## src/design/rcp_pkg.sv

```systemverilog
// Constants shared by both ends of the render command and colour path.
// Assumes one core clock and byte addresses on the register port.
package rcp_pkg;

  // ****************************************
  // Register byte addresses
  // ****************************************
  localparam int            REG_AW          = 8;
  localparam logic [7:0]    ADDR_STATUS     = 8'h00; // Engine status, read only
  localparam logic [7:0]    ADDR_FLUSH_CLR  = 8'h04; // Flush and clear command
  localparam logic [7:0]    ADDR_RECT_CLR   = 8'h08; // Rectangle clear command
  localparam logic [7:0]    ADDR_SWAP       = 8'h0C; // Buffer swap command
  localparam logic [7:0]    ADDR_SWAP_INC   = 8'h10; // Swap pending increment
  localparam logic [7:0]    ADDR_COLOR_PATH = 8'h14; // Pixel colour path control
  localparam logic [7:0]    ADDR_ATMOS      = 8'h18; // Atmospheric control
  localparam logic [7:0]    ADDR_FB_MODE    = 8'h1C; // Frame buffer mode
  localparam logic [7:0]    ADDR_FILL_COLOR = 8'h20; // Fill colour, 24 bit
  localparam logic [7:0]    ADDR_AUX_FILL   = 8'h24; // Auxiliary fill value
  localparam logic [7:0]    ADDR_CLIP_X     = 8'h28; // Primary clip, left/right
  localparam logic [7:0]    ADDR_CLIP_Y     = 8'h2C; // Primary clip, low/high Y
  localparam logic [7:0]    ADDR_BUF_CFG    = 8'h30; // Buffering mode
  localparam logic [7:0]    ADDR_CNT_BASE   = 8'h40; // Five pixel counters

  // ****************************************
  // Field layouts
  // ****************************************
  localparam int CP_W          = 28; // Colour path width
  localparam int CP_RGB_SEL    = 0;  // Bits 1:0
  localparam int CP_ALPHA_SEL  = 2;  // Bits 3:2
  localparam int CP_LOCAL_SEL  = 4;
  localparam int CP_LOCAL_A    = 5;  // Bits 6:5
  localparam int CP_LOCAL_OVR  = 7;
  localparam int CP_RGB_COMB   = 8;  // Bits 16:8
  localparam int CP_ALPHA_COMB = 17; // Bits 25:17
  localparam int CP_COMB_W     = 9;
  localparam int CP_SUBPIX     = 26;
  localparam int CP_TEX_EN     = 27;
  localparam int TEX_ALPHA_BIT = 7;
  localparam int FOG_W         = 6;
  localparam int FBM_W         = 11;
  localparam int FBM_DITHER    = 8;
  localparam int FBM_RGB_MASK  = 9;
  localparam int FBM_AUX_MASK  = 10;
  localparam int NOP_CLEAR     = 0;
  localparam int SWAP_IVL_LSB  = 1;  // Bits 8:1
  localparam int SWAP_IVL_W    = 8;
  localparam int CLIP_CW       = 10;
  localparam int CLIP_HI_LSB   = 0;
  localparam int CLIP_LO_LSB   = 16;
  localparam int CLIP_SENSE    = 30;
  localparam int CLIP_EN       = 31;
  localparam int CFG_TRIPLE    = 0;
  localparam int ST_FILL_BUSY  = 8;
  localparam int ST_SWAP_WAIT  = 9;
  localparam int ST_STALL      = 10;
  localparam int N_CNT         = 5;

  // ****************************************
  // Reset values and timing counts
  // ****************************************
  localparam logic [CP_W-1:0]       CP_RST       = 28'h0;
  localparam logic [FOG_W-1:0]      FOG_RST      = 6'h0;
  localparam logic [FBM_W-1:0]      FBM_RST      = 11'h0;
  localparam logic [SWAP_IVL_W-1:0] SWAP_IVL_RST = 8'h00;
  localparam logic [4:0]            SETUP_FAST   = 5'h07; // Setup clocks, plain
  localparam logic [4:0]            SETUP_SUBPIX = 5'h10; // Setup clocks, corrected

  // ****************************************
  // Rectangle clear states
  // ****************************************
  typedef enum logic {
    RCP_IDLE = 1'b0,
    RCP_FILL = 1'b1
  } rcp_fill_st_t;

endpackage

```

## src/design/rcp_swap_if.sv

```systemverilog
// Swap link between the 3D engine and the video refresh engine.
// Assumes both ends run on the same core clock; all signals are pulses.
`timescale 1ns/1ns
interface rcp_swap_if;
  logic swap_req;  // One request per issued swap
  logic vsync;     // Vertical sync period start
  logic swap_done; // Buffers exchanged
  modport engine  (output swap_req, input vsync, input swap_done);
  modport refresh (input swap_req, output vsync, output swap_done);
endinterface

```

## src/design/rcp_engine.sv

```systemverilog
// 3D engine end: command registers, rectangle clear, swap control, colour path.
// Assumes software on a plain strobe port and pipeline status from same clock.
//
// Behaviour
// - Flush command flushes; bit 0 zeroes counters
// - Rectangle clear honours RGB and aux masks
// - Clear rectangle from primary clip, half open
// - Clear ignores clip enable and sense
// - Aux value, colour dithered or truncated
// - One clear can write colour and aux together
// - One request per swap, exchange at vsync
// - Request waits for idle pipe and interval
// - Interval bits 8:1 hold N-1
// - Stall at one or two pending swaps
// - Pending count up on increment, down done
// - Increment immediate, direct access only
// - RGB and alpha source selects
// - Local colour select with texture override
// - Local alpha select
// - RGB combiner zero, subtract, multiplier
// - RGB reverse, add local, invert
// - Alpha combiner mirrors RGB combiner
// - Bit 26 enables subpixel correction
// - Correction in place; host rewrites starts
// - Bit 27 enables texture and texel transfer
// - Fog enable and term selects
// - Fog bit 5 selects constant add
`timescale 1ns/1ns
module rcp_engine import rcp_pkg::*; #(
  parameter int CNT_W  = 24, // Pixel counter width
  parameter int PEND_W = 8   // Swap pending count width
) (
  // Clock and reset
  input  wire logic                  i_ref_clk,
  input  wire logic                  i_rst_n,
  // Software register port
  input  wire logic [REG_AW-1:0]     i_addr,
  input  wire logic [31:0]           i_wdata,
  input  wire logic                  i_wr,
  input  wire logic                  i_rd,
  input  wire logic                  i_direct,
  output logic      [31:0]           o_rdata,
  // Pipeline status and pixel events
  input  wire logic                  i_pipe_busy,
  input  wire logic [N_CNT-1:0]      i_cnt_inc,
  input  wire logic [7:0]            i_tex_alpha,
  input  wire logic                  i_texel_valid,
  output logic                       o_flush,
  output logic                       o_render_stall,
  output logic                       o_texel_take,
  // Rectangle clear pixel stream
  output logic                       o_fill_valid,
  input  wire logic                  i_fill_ready,
  output logic      [CLIP_CW-1:0]    o_fill_x,
  output logic      [CLIP_CW-1:0]    o_fill_y,
  output logic      [15:0]           o_fill_rgb,
  output logic      [15:0]           o_fill_aux,
  output logic                       o_fill_we_rgb,
  output logic                       o_fill_we_aux,
  // Colour path, fog and clip controls
  output logic      [1:0]            o_rgb_src_sel,
  output logic      [1:0]            o_alpha_src_sel,
  output logic                       o_rgb_local_source_sel,
  output logic      [1:0]            o_alpha_local_sel,
  output logic      [CP_COMB_W-1:0]  o_rgb_combiner,
  output logic      [CP_COMB_W-1:0]  o_alpha_combiner,
  output logic                       o_subpixel_en,
  output logic      [4:0]            o_setup_clks,
  output logic                       o_tex_en,
  output logic      [FOG_W-1:0]      o_atmos,
  output logic                       o_clip_en,
  output logic                       o_clip_sense,
  // Swap link
  rcp_swap_if.engine                 swap
);

  // ****************************************
  // Registers
  // ****************************************
  logic [CP_W-1:0]       color_path_q;    // Colour path control
  logic [FOG_W-1:0]      atmos_q;         // Fog control
  logic [FBM_W-1:0]      fb_mode_q;       // Masks and dither
  logic [23:0]           fill_color_q;    // 24-bit fill colour
  logic [15:0]           aux_fill_q;      // Aux fill value
  logic [31:0]           clip_x_q;        // Left/right, enable, sense
  logic [31:0]           clip_y_q;        // Low/high Y
  logic                  triple_q;        // Triple buffering
  logic [SWAP_IVL_W-1:0] ivl_q;           // Swap interval N-1
  logic [CNT_W-1:0]      cnt_q [N_CNT];   // Pixel counters
  logic [PEND_W-1:0]     pend_q;          // Swap pending count
  logic [PEND_W-1:0]     swaps_q;         // Swap commands not yet issued
  logic [SWAP_IVL_W:0]   vs_cnt_q;        // Vsyncs since last request
  logic                  swap_req_q;
  logic                  flush_q;
  logic                  local_sel_q;
  logic                  texel_q;
  logic [31:0]           rdata_q;
  rcp_fill_st_t          st_q;
  logic [CLIP_CW-1:0]    x_q;
  logic [CLIP_CW-1:0]    y_q;
  logic [15:0]           rgb_q;
  logic                  we_rgb_q;
  logic                  we_aux_q;

  // ****************************************
  // Write decode
  // ****************************************
  wire wr_nop   = i_wr && (i_addr == ADDR_FLUSH_CLR);
  wire wr_fill  = i_wr && (i_addr == ADDR_RECT_CLR);
  wire wr_swap  = i_wr && (i_addr == ADDR_SWAP);
  // Increments through the command queue are dropped: they must act at once
  wire wr_inc   = i_wr && (i_addr == ADDR_SWAP_INC) && i_direct;
  wire clear_ct = wr_nop && i_wdata[NOP_CLEAR];

  // Clip fields; enable and sense are not looked at by the clear
  wire [CLIP_CW-1:0] left  = clip_x_q[CLIP_LO_LSB +: CLIP_CW];
  wire [CLIP_CW-1:0] right = clip_x_q[CLIP_HI_LSB +: CLIP_CW];
  wire [CLIP_CW-1:0] lo_y  = clip_y_q[CLIP_LO_LSB +: CLIP_CW];
  wire [CLIP_CW-1:0] hi_y  = clip_y_q[CLIP_HI_LSB +: CLIP_CW];
  wire mask_rgb  = fb_mode_q[FBM_RGB_MASK];
  wire mask_aux  = fb_mode_q[FBM_AUX_MASK];
  wire fill_go   = wr_fill && (st_q == RCP_IDLE) && (left < right) && (lo_y < hi_y)
                   && (mask_rgb || mask_aux);
  wire step      = (st_q == RCP_FILL) && i_fill_ready;
  wire x_last    = (x_q == right - 1'b1);
  wire y_last    = (y_q == hi_y - 1'b1);
  wire fill_end  = step && x_last && y_last;
  wire [CLIP_CW-1:0] nx = fill_go ? left : (x_last ? left : x_q + 1'b1);
  wire [CLIP_CW-1:0] ny = fill_go ? lo_y : (x_last ? y_q + 1'b1 : y_q);

  // Swap issue: pipe empty, no clear running, interval met
  wire swap_ok   = (swaps_q != '0) && !i_pipe_busy && (st_q == RCP_IDLE)
                   && (vs_cnt_q > {1'b0, ivl_q});
  wire vs_full   = &vs_cnt_q;

  // ****************************************
  // Colour conversion, 24 to 16 bit
  // ****************************************
  // 2x2 ordered dither; saturating add keeps white from wrapping to black
  function automatic logic [15:0] to_565(input logic [23:0] c,
                                         input logic [1:0] ph,
                                         input logic dith);
    logic [1:0] d;
    logic [8:0] r;
    logic [8:0] g;
    logic [8:0] b;
    d = (ph == 2'h0) ? 2'h0 : (ph == 2'h1) ? 2'h2 : (ph == 2'h2) ? 2'h3 : 2'h1;
    r = {1'b0, c[23:16]} + (dith ? {6'h0, d, 1'b0} : 9'h0);
    g = {1'b0, c[15:8]}  + (dith ? {7'h0, d} : 9'h0);
    b = {1'b0, c[7:0]}   + (dith ? {6'h0, d, 1'b0} : 9'h0);
    to_565 = {(r[8] ? 5'h1F : r[7:3]), (g[8] ? 6'h3F : g[7:2]),
              (b[8] ? 5'h1F : b[7:3])};
  endfunction

  // ****************************************
  // Software registers
  // ****************************************
  // Control registers take plain writes
  always_ff @(posedge i_ref_clk) begin
    if (!i_rst_n) begin
      color_path_q <= CP_RST;
      atmos_q      <= FOG_RST;
      fb_mode_q    <= FBM_RST;
      fill_color_q <= 24'h0;
      aux_fill_q   <= 16'h0;
      clip_x_q     <= 32'h0;
      clip_y_q     <= 32'h0;
      triple_q     <= 1'b0;
      ivl_q        <= SWAP_IVL_RST;
    end else if (i_wr) begin
      if (i_addr == ADDR_COLOR_PATH) color_path_q <= i_wdata[CP_W-1:0];
      if (i_addr == ADDR_ATMOS)      atmos_q      <= i_wdata[FOG_W-1:0];
      if (i_addr == ADDR_FB_MODE)    fb_mode_q    <= i_wdata[FBM_W-1:0];
      if (i_addr == ADDR_FILL_COLOR) fill_color_q <= i_wdata[23:0];
      if (i_addr == ADDR_AUX_FILL)   aux_fill_q   <= i_wdata[15:0];
      if (i_addr == ADDR_CLIP_X)     clip_x_q     <= i_wdata;
      if (i_addr == ADDR_CLIP_Y)     clip_y_q     <= i_wdata;
      if (i_addr == ADDR_BUF_CFG)    triple_q     <= i_wdata[CFG_TRIPLE];
      // Bit 0 of the swap command is reserved and dropped
      if (i_addr == ADDR_SWAP)       ivl_q <= i_wdata[SWAP_IVL_LSB +: SWAP_IVL_W];
    end
  end

  // Pixel counters; a clear wins over a same-cycle increment
  always_ff @(posedge i_ref_clk) begin
    for (int i = 0; i < N_CNT; i++) begin
      if (!i_rst_n || clear_ct) begin
        cnt_q[i] <= '0;
      end else if (i_cnt_inc[i]) begin
        cnt_q[i] <= cnt_q[i] + 1'b1;
      end
    end
  end

  // ****************************************
  // Read port
  // ****************************************
  wire [2:0]  cidx   = 3'(i_addr[4:2]);
  wire        is_cnt = (i_addr[7:5] == 3'h2) && (i_addr[1:0] == 2'h0) && (cidx < 3'h5);
  wire [31:0] status = {21'h0, o_render_stall, (swaps_q != '0),
                        (st_q == RCP_FILL), pend_q};
  wire [31:0] rd_mux =
    (i_addr == ADDR_STATUS)     ? status :
    (i_addr == ADDR_COLOR_PATH) ? {4'h0, color_path_q} :
    (i_addr == ADDR_ATMOS)      ? {26'h0, atmos_q} :
    (i_addr == ADDR_FB_MODE)    ? {21'h0, fb_mode_q} :
    (i_addr == ADDR_FILL_COLOR) ? {8'h0, fill_color_q} :
    (i_addr == ADDR_AUX_FILL)   ? {16'h0, aux_fill_q} :
    (i_addr == ADDR_CLIP_X)     ? clip_x_q :
    (i_addr == ADDR_CLIP_Y)     ? clip_y_q :
    (i_addr == ADDR_BUF_CFG)    ? {31'h0, triple_q} :
    is_cnt                      ? 32'(cnt_q[cidx]) : 32'h0;

  // Read data stands only in the cycle after the strobe
  always_ff @(posedge i_ref_clk) begin
    if (!i_rst_n || !i_rd) rdata_q <= 32'h0;
    else                   rdata_q <= rd_mux;
  end

  // ****************************************
  // Rectangle clear walker
  // ****************************************
  // Walks left to right-1, low Y to high Y-1, stalling on the ready
  always_ff @(posedge i_ref_clk) begin
    if (!i_rst_n) begin
      st_q     <= RCP_IDLE;
      x_q      <= '0;
      y_q      <= '0;
      rgb_q    <= 16'h0;
      we_rgb_q <= 1'b0;
      we_aux_q <= 1'b0;
    end else begin
      case (st_q)
        RCP_IDLE: begin
          if (fill_go) begin
            st_q     <= RCP_FILL;
            we_rgb_q <= mask_rgb;
            we_aux_q <= mask_aux;
          end
        end
        default: begin
          if (fill_end) st_q <= RCP_IDLE;
        end
      endcase
      if (fill_go || (step && !fill_end)) begin
        x_q   <= nx;
        y_q   <= ny;
        rgb_q <= to_565(fill_color_q, {ny[0], nx[0]}, fb_mode_q[FBM_DITHER]);
      end
    end
  end

  // ****************************************
  // Swap control
  // ****************************************
  // Commands queue here until the pipe empties and the interval passes
  always_ff @(posedge i_ref_clk) begin
    if (!i_rst_n) begin
      swaps_q    <= '0;
      swap_req_q <= 1'b0;
      vs_cnt_q   <= '1;
      pend_q     <= '0;
      flush_q    <= 1'b0;
    end else begin
      swaps_q    <= swaps_q + PEND_W'(wr_swap) - PEND_W'(swap_ok);
      swap_req_q <= swap_ok;
      if (swap_ok)                   vs_cnt_q <= '0;
      else if (swap.vsync && !vs_full) vs_cnt_q <= vs_cnt_q + 1'b1;
      // Increment and completion in one cycle cancel out
      pend_q     <= pend_q + PEND_W'(wr_inc) - PEND_W'(swap.swap_done);
      flush_q    <= wr_nop;
    end
  end

  // ****************************************
  // Colour path
  // ****************************************
  // Texture alpha override is sampled each clock for the local select
  always_ff @(posedge i_ref_clk) begin
    if (!i_rst_n) begin
      local_sel_q <= 1'b0;
      texel_q     <= 1'b0;
    end else begin
      local_sel_q <= color_path_q[CP_LOCAL_OVR] ? i_tex_alpha[TEX_ALPHA_BIT]
                                                : color_path_q[CP_LOCAL_SEL];
      texel_q     <= color_path_q[CP_TEX_EN] && i_texel_valid;
    end
  end

  // ****************************************
  // Outputs
  // ****************************************
  assign o_rdata         = rdata_q;
  assign o_flush         = flush_q;
  assign o_render_stall  = triple_q ? (pend_q >= PEND_W'(2)) : (pend_q != '0);
  assign o_texel_take    = texel_q;
  assign o_fill_valid    = (st_q == RCP_FILL);
  assign o_fill_x        = x_q;
  assign o_fill_y        = y_q;
  assign o_fill_rgb      = rgb_q;
  assign o_fill_aux      = aux_fill_q;
  assign o_fill_we_rgb   = we_rgb_q;
  assign o_fill_we_aux   = we_aux_q;
  assign o_rgb_src_sel   = color_path_q[CP_RGB_SEL +: 2];
  assign o_alpha_src_sel = color_path_q[CP_ALPHA_SEL +: 2];
  assign o_rgb_local_source_sel = local_sel_q;
  assign o_alpha_local_sel = color_path_q[CP_LOCAL_A +: 2];
  assign o_rgb_combiner    = color_path_q[CP_RGB_COMB +: CP_COMB_W];
  assign o_alpha_combiner  = color_path_q[CP_ALPHA_COMB +: CP_COMB_W];
  // Start values are corrected in place, so each triangle needs fresh ones
  assign o_subpixel_en   = color_path_q[CP_SUBPIX];
  assign o_setup_clks    = color_path_q[CP_SUBPIX] ? SETUP_SUBPIX : SETUP_FAST;
  assign o_tex_en        = color_path_q[CP_TEX_EN];
  assign o_atmos         = atmos_q;
  assign o_clip_en       = clip_x_q[CLIP_EN];
  assign o_clip_sense    = clip_x_q[CLIP_SENSE];
  assign swap.swap_req   = swap_req_q;

endmodule

```

## src/flat_wrapper.sv

```systemverilog
// flat-port wrapper written by rule: the top's interface ports become plain ports
module rcp_engine_flat import rcp_pkg::*;
#(
  parameter int CNT_W  = 24,                       
  parameter int PEND_W = 8                              
)
  (i_ref_clk, i_rst_n, i_addr, i_wdata, i_wr, i_rd, i_direct, o_rdata, i_pipe_busy, i_cnt_inc, i_tex_alpha, i_texel_valid, o_flush, o_render_stall, o_texel_take, o_fill_valid, i_fill_ready, o_fill_x, o_fill_y, o_fill_rgb, o_fill_aux, o_fill_we_rgb, o_fill_we_aux, o_rgb_src_sel, o_alpha_src_sel, o_rgb_local_source_sel, o_alpha_local_sel, o_rgb_combiner, o_alpha_combiner, o_subpixel_en, o_setup_clks, o_tex_en, o_atmos, o_clip_en, o_clip_sense, swap_swap_req, swap_vsync, swap_swap_done);
  rcp_swap_if swap_i ();
  input  wire logic i_ref_clk;
  input  wire logic i_rst_n;
  input  wire logic [REG_AW-1:0] i_addr;
  input  wire logic [31:0] i_wdata;
  input  wire logic i_wr;
  input  wire logic i_rd;
  input  wire logic i_direct;
  output logic      [31:0] o_rdata;
  input  wire logic i_pipe_busy;
  input  wire logic [N_CNT-1:0] i_cnt_inc;
  input  wire logic [7:0] i_tex_alpha;
  input  wire logic i_texel_valid;
  output logic o_flush;
  output logic o_render_stall;
  output logic o_texel_take;
  output logic o_fill_valid;
  input  wire logic i_fill_ready;
  output logic      [CLIP_CW-1:0] o_fill_x;
  output logic      [CLIP_CW-1:0] o_fill_y;
  output logic      [15:0] o_fill_rgb;
  output logic      [15:0] o_fill_aux;
  output logic o_fill_we_rgb;
  output logic o_fill_we_aux;
  output logic      [1:0] o_rgb_src_sel;
  output logic      [1:0] o_alpha_src_sel;
  output logic o_rgb_local_source_sel;
  output logic      [1:0] o_alpha_local_sel;
  output logic      [CP_COMB_W-1:0] o_rgb_combiner;
  output logic      [CP_COMB_W-1:0] o_alpha_combiner;
  output logic o_subpixel_en;
  output logic      [4:0] o_setup_clks;
  output logic o_tex_en;
  output logic      [FOG_W-1:0] o_atmos;
  output logic o_clip_en;
  output logic o_clip_sense;
  output wire logic [$bits(swap_i.swap_req)-1:0] swap_swap_req;
  input wire logic [$bits(swap_i.vsync)-1:0] swap_vsync;
  input wire logic [$bits(swap_i.swap_done)-1:0] swap_swap_done;
  assign swap_swap_req = swap_i.swap_req;
  assign swap_i.vsync = swap_vsync;
  assign swap_i.swap_done = swap_swap_done;
  rcp_engine #(.CNT_W(CNT_W), .PEND_W(PEND_W)) u_core (.i_ref_clk(i_ref_clk), .i_rst_n(i_rst_n), .i_addr(i_addr), .i_wdata(i_wdata), .i_wr(i_wr), .i_rd(i_rd), .i_direct(i_direct), .o_rdata(o_rdata), .i_pipe_busy(i_pipe_busy), .i_cnt_inc(i_cnt_inc), .i_tex_alpha(i_tex_alpha), .i_texel_valid(i_texel_valid), .o_flush(o_flush), .o_render_stall(o_render_stall), .o_texel_take(o_texel_take), .o_fill_valid(o_fill_valid), .i_fill_ready(i_fill_ready), .o_fill_x(o_fill_x), .o_fill_y(o_fill_y), .o_fill_rgb(o_fill_rgb), .o_fill_aux(o_fill_aux), .o_fill_we_rgb(o_fill_we_rgb), .o_fill_we_aux(o_fill_we_aux), .o_rgb_src_sel(o_rgb_src_sel), .o_alpha_src_sel(o_alpha_src_sel), .o_rgb_local_source_sel(o_rgb_local_source_sel), .o_alpha_local_sel(o_alpha_local_sel), .o_rgb_combiner(o_rgb_combiner), .o_alpha_combiner(o_alpha_combiner), .o_subpixel_en(o_subpixel_en), .o_setup_clks(o_setup_clks), .o_tex_en(o_tex_en), .o_atmos(o_atmos), .o_clip_en(o_clip_en), .o_clip_sense(o_clip_sense), .swap(swap_i));
endmodule
```

## config.mk

```make
export PLATFORM = sky130hd
export DESIGN_NAME = rcp_engine_flat
export DESIGN_NICKNAME = d
export VERILOG_FILES = /design/src/design/rcp_pkg.sv /design/src/design/rcp_swap_if.sv /design/src/design/rcp_engine.sv /design/src/flat_wrapper.sv
export SDC_FILE = /design/constraint.sdc
export NUM_CORES = 1
export LEC_CHECK = 0
export BUFFER_PORTS_ARGS = -buffer_cell sky130_fd_sc_hd__buf_2
export CAP_MARGIN = 25
export CORE_UTILIZATION = 65
export DETAILED_ROUTE_END_ITERATION = 8
export GPL_ROUTABILITY_DRIVEN = 0
export PLACE_DENSITY = 0.87
export REMOVE_ABC_BUFFERS = 1
export SYNTH_ARGS = -nofsm -noshare
export SYNTH_HDL_FRONTEND = slang
export SYNTH_SLANG_ARGS = --single-unit
```

## constraint.sdc

```tcl
create_clock -name i_ref_clk -period 6.9 [get_ports i_ref_clk]
set_input_delay 0.345 -clock i_ref_clk [delete_from_list [all_inputs] [get_ports i_ref_clk]]
set_output_delay 0.345 -clock i_ref_clk [all_outputs]
set_load 0.05 [all_outputs]
```

==> run metrics <==
min-delay src i_texel_valid; Tcrit/Tclk final 70.74%; Bufs on Longest Clock Path 3; filler cell count 2056; worst r2r path cells 19; Post-Layout Cell Count 2790; CTS tree built; cell leakage power 8.334 nW; Synth top area share between 20% and 30%; IO buf count 185; FF-to-FF setup slack 2020 ps; layout cells sized above 1 roughly 14%; Synth Flop Type dfxtp_1; Critical Path End Type flip-flop; clock slew at reported path FFs roughly 60 ps; Netlist cell types 81; relative slew slack 30.18%; FP Rows 63; initial antenna violation count 1; Area Growth Syn to Fin 11.50%; R2R Path Start u_core.clip_x_q[0]; GRT Util Overall about 36%; Commonest cells post-synth nand2_1, dfxtp_1, a21oi_1; Initial DRC Count between 2000 and 3000; hold depth 2; largest area contributor in the netlist dfxtp_1; worst path required time approximately 7400 ps; vias in the first global route ~17000; setup violators final 0; CTS root buf clkbuf_16; DRC 0; first-pass GRT wire length between 80000 and 90000 microns; Initial Util around two thirds; f_max 204.9 MHz; yosys synthesis warning count 0; gr ovfl total 0; clk sinks 378; routed len/inst 20.63 microns; Max Cap Violations 0; DR vias/cell 6.499; Post-synth EDFFs 120; post-synthesis sequential area ratio 44.05%; Die Span X 177.0 microns; largest net degree at the start of global routing between 90 and 100; Startpoint Class flip-flop; Worst-Margin Slew between 1000 and 1500 ps; synthesized flop and latch total 378; Post-Route WL 57550 microns; Synth Area per Inst 8.770 sq um; WHS Endpoint u_core.o_texel_take; post-layout min period slightly below 5000 ps; status complete, no violations; via count around 18000; unrepaired setup endpoints after global routing no; Tightest Hold Check Type primary input to flip-flop; CP max FO 11; worst path arrival time approximately 5300 ps; Final Hold Vio Count 0; hold-fix buffer count after cts 0; CORE AREA 0.02987 sq mm; I/O pin count between 150 and 200; Post-CTS Resized 0; Detail Placement HPWL 39130 microns; Max Slew Vio Count 0; clk_skew 14.45 ps; clk_lat worst skew 540 ps; PwrDens 244.9 mW/mm^2; Die ar. ~0.031 sq mm; Die Span Y 177.0 microns; Inserted Clock Buffers 41; First-pass DRT Iterations 6; Final nets 2496; postcts setup bufs 0; critical path class flip-flop to flip-flop; htree depth 2; Post-DRT Antenna Nets 0; reg-to-reg endpoint u_core.o_fill_rgb[11]; FFs w/ async S/R, synth 0%; dominant cell by count in the synthesized netlist nand2_1; Post-Syn Area approximately 0.02 sq mm; Mapped Cells 2270; Worst IR Drop VDD about 0.22 mV; Area contributors post-synth dfxtp_1, edfxtp_1, nand2_1, a21oi_1, xor2_1; Fin Setup TNS 0 ps; Inst Count DP ~2700
## routing by layer
layer	track usage, %	share of wire [%]
met1	44.57	36
met2	59.93	48
met3	8.183	11
met4	17.56	5.2
met5	0	0
## sequential cells by signal, summed over array words and instances (netlist names), 9 cells and up
signal,count
u_core.o_rdata,32
u_core.vs_cnt_q,9
u_core.o_fill_y,10
u_core.clip_x_q,32
u_core.o_fill_rgb,16
u_core.clip_y_q,32
u_core.cnt_q,120
u_core.fb_mode_q,11
u_core.o_fill_aux,16
u_core.o_fill_x,10
u_core.color_path_q,28
u_core.fill_color_q,24
## metrics by stage
stage	setup slack, ps	power (mW)	hold slack (ps)	area (sq um)	utilization [%]
3_3_place_gp	1951	3.222	440.8	20730	69.40
4_1_cts	1673	5.413	50.69	22080	73.92
5_1_grt	1645	5.621	59.61	22200	74.29
2_1_floorplan	1439	3.058	435.9	19140	-
3_5_place_dp	1757	3.283	444.9	20790	69.61
6_report	2019	5.435	55.23	22200	74.30
## critical path: stages, from the launching register on
cell      delay, ps
dfxtp_1         510
inv_1           110
ha_1            280
nor3b_2         210
xnor2_1         140
or4_1           420
a32oi_2         300
nand3_1         420
xor2_1          270
nand2_1          80
o21ai_0         150
ha_1            260
nor2_1          170
o211ai_1        120
nand2_1         160
nand3_1         210
nor3_1          420
and3_1          260
a21oi_1          70
a211oi_2        220
## worst max-delay path by stage
stage                       start                    end  slack [ps]  cells after the start
6_report       u_core.clip_x_q[0]  u_core.o_fill_rgb[11]        2020                     19
3_3_place_gp   u_core.clip_y_q[7]   u_core.o_fill_rgb[8]        1950                     17
4_1_cts        u_core.clip_y_q[7]  u_core.o_fill_rgb[11]        1670                     15
2_1_floorplan             i_rst_n     u_core.cnt_q[0][0]        1440                      3
3_5_place_dp            i_addr[4]  u_core.o_fill_rgb[11]        1760                     14
5_1_grt        u_core.clip_x_q[0]   u_core.o_fill_rgb[8]        1640                     19
## placed cells by master, fill, tap and decap left out, types with 34 or more instances in the layout
cell type	count
a22oi_1	37
a21oi_1	217
mux2i_1	34
nand2_1	414
xnor2_1	60
inv_1	72
ha_1	63
xor2_1	99
clkbuf_16	42
dfxtp_1	258
and3_1	40
o21ai_0	61
nand3_1	92
edfxtp_1	120
nor2_1	211
buf_2	186
## cell type report
class / count / area [sq um] / area share (%)
inverters: 74 / 282.8 / 1.274
flip-flops and latches: 378 / 8768 / 39.50
clock inverters: 12 / 145.1 / 0.6539
multi-input cells: 1656 / 10110 / 45.54
repair buffers: 217 / 1254 / 5.648
well taps: 390 / 488.0 / 2.198
clock buffers: 61 / 1145 / 5.158
diodes: 2 / 5.005 / 0.02255
## power breakdown
part / internal, mW / switching, mW / leakage [nW] / total, mW
Clock: 1.26 / 0.906 / 0.637 / 2.17
Combinational: 0.317 / 0.441 / 4.28 / 0.757
Sequential: 2.40 / 0.110 / 3.41 / 2.51
Total: 3.98 / 1.46 / 8.33 / 5.44
## kinds of logic (layout without fill, tap and decap cells)
kind of cell | count (synthesis) | after routing | synth area share (%)
compound gates | 459 | 459 | 14.66
xor+xnor | 159 | 159 | 6.995
fa+ha+maj | 66 | 66 | 4.211
buf+inv | 236 | 364 | 5.229
flops | 378 | 378 | 44.05
mux | 58 | 58 | 4.425
other cells | 1 | 3 | 0.01884
simple gates | 913 | 913 | 20.41
Note: power is estimated with default switching activity, not from simulation.
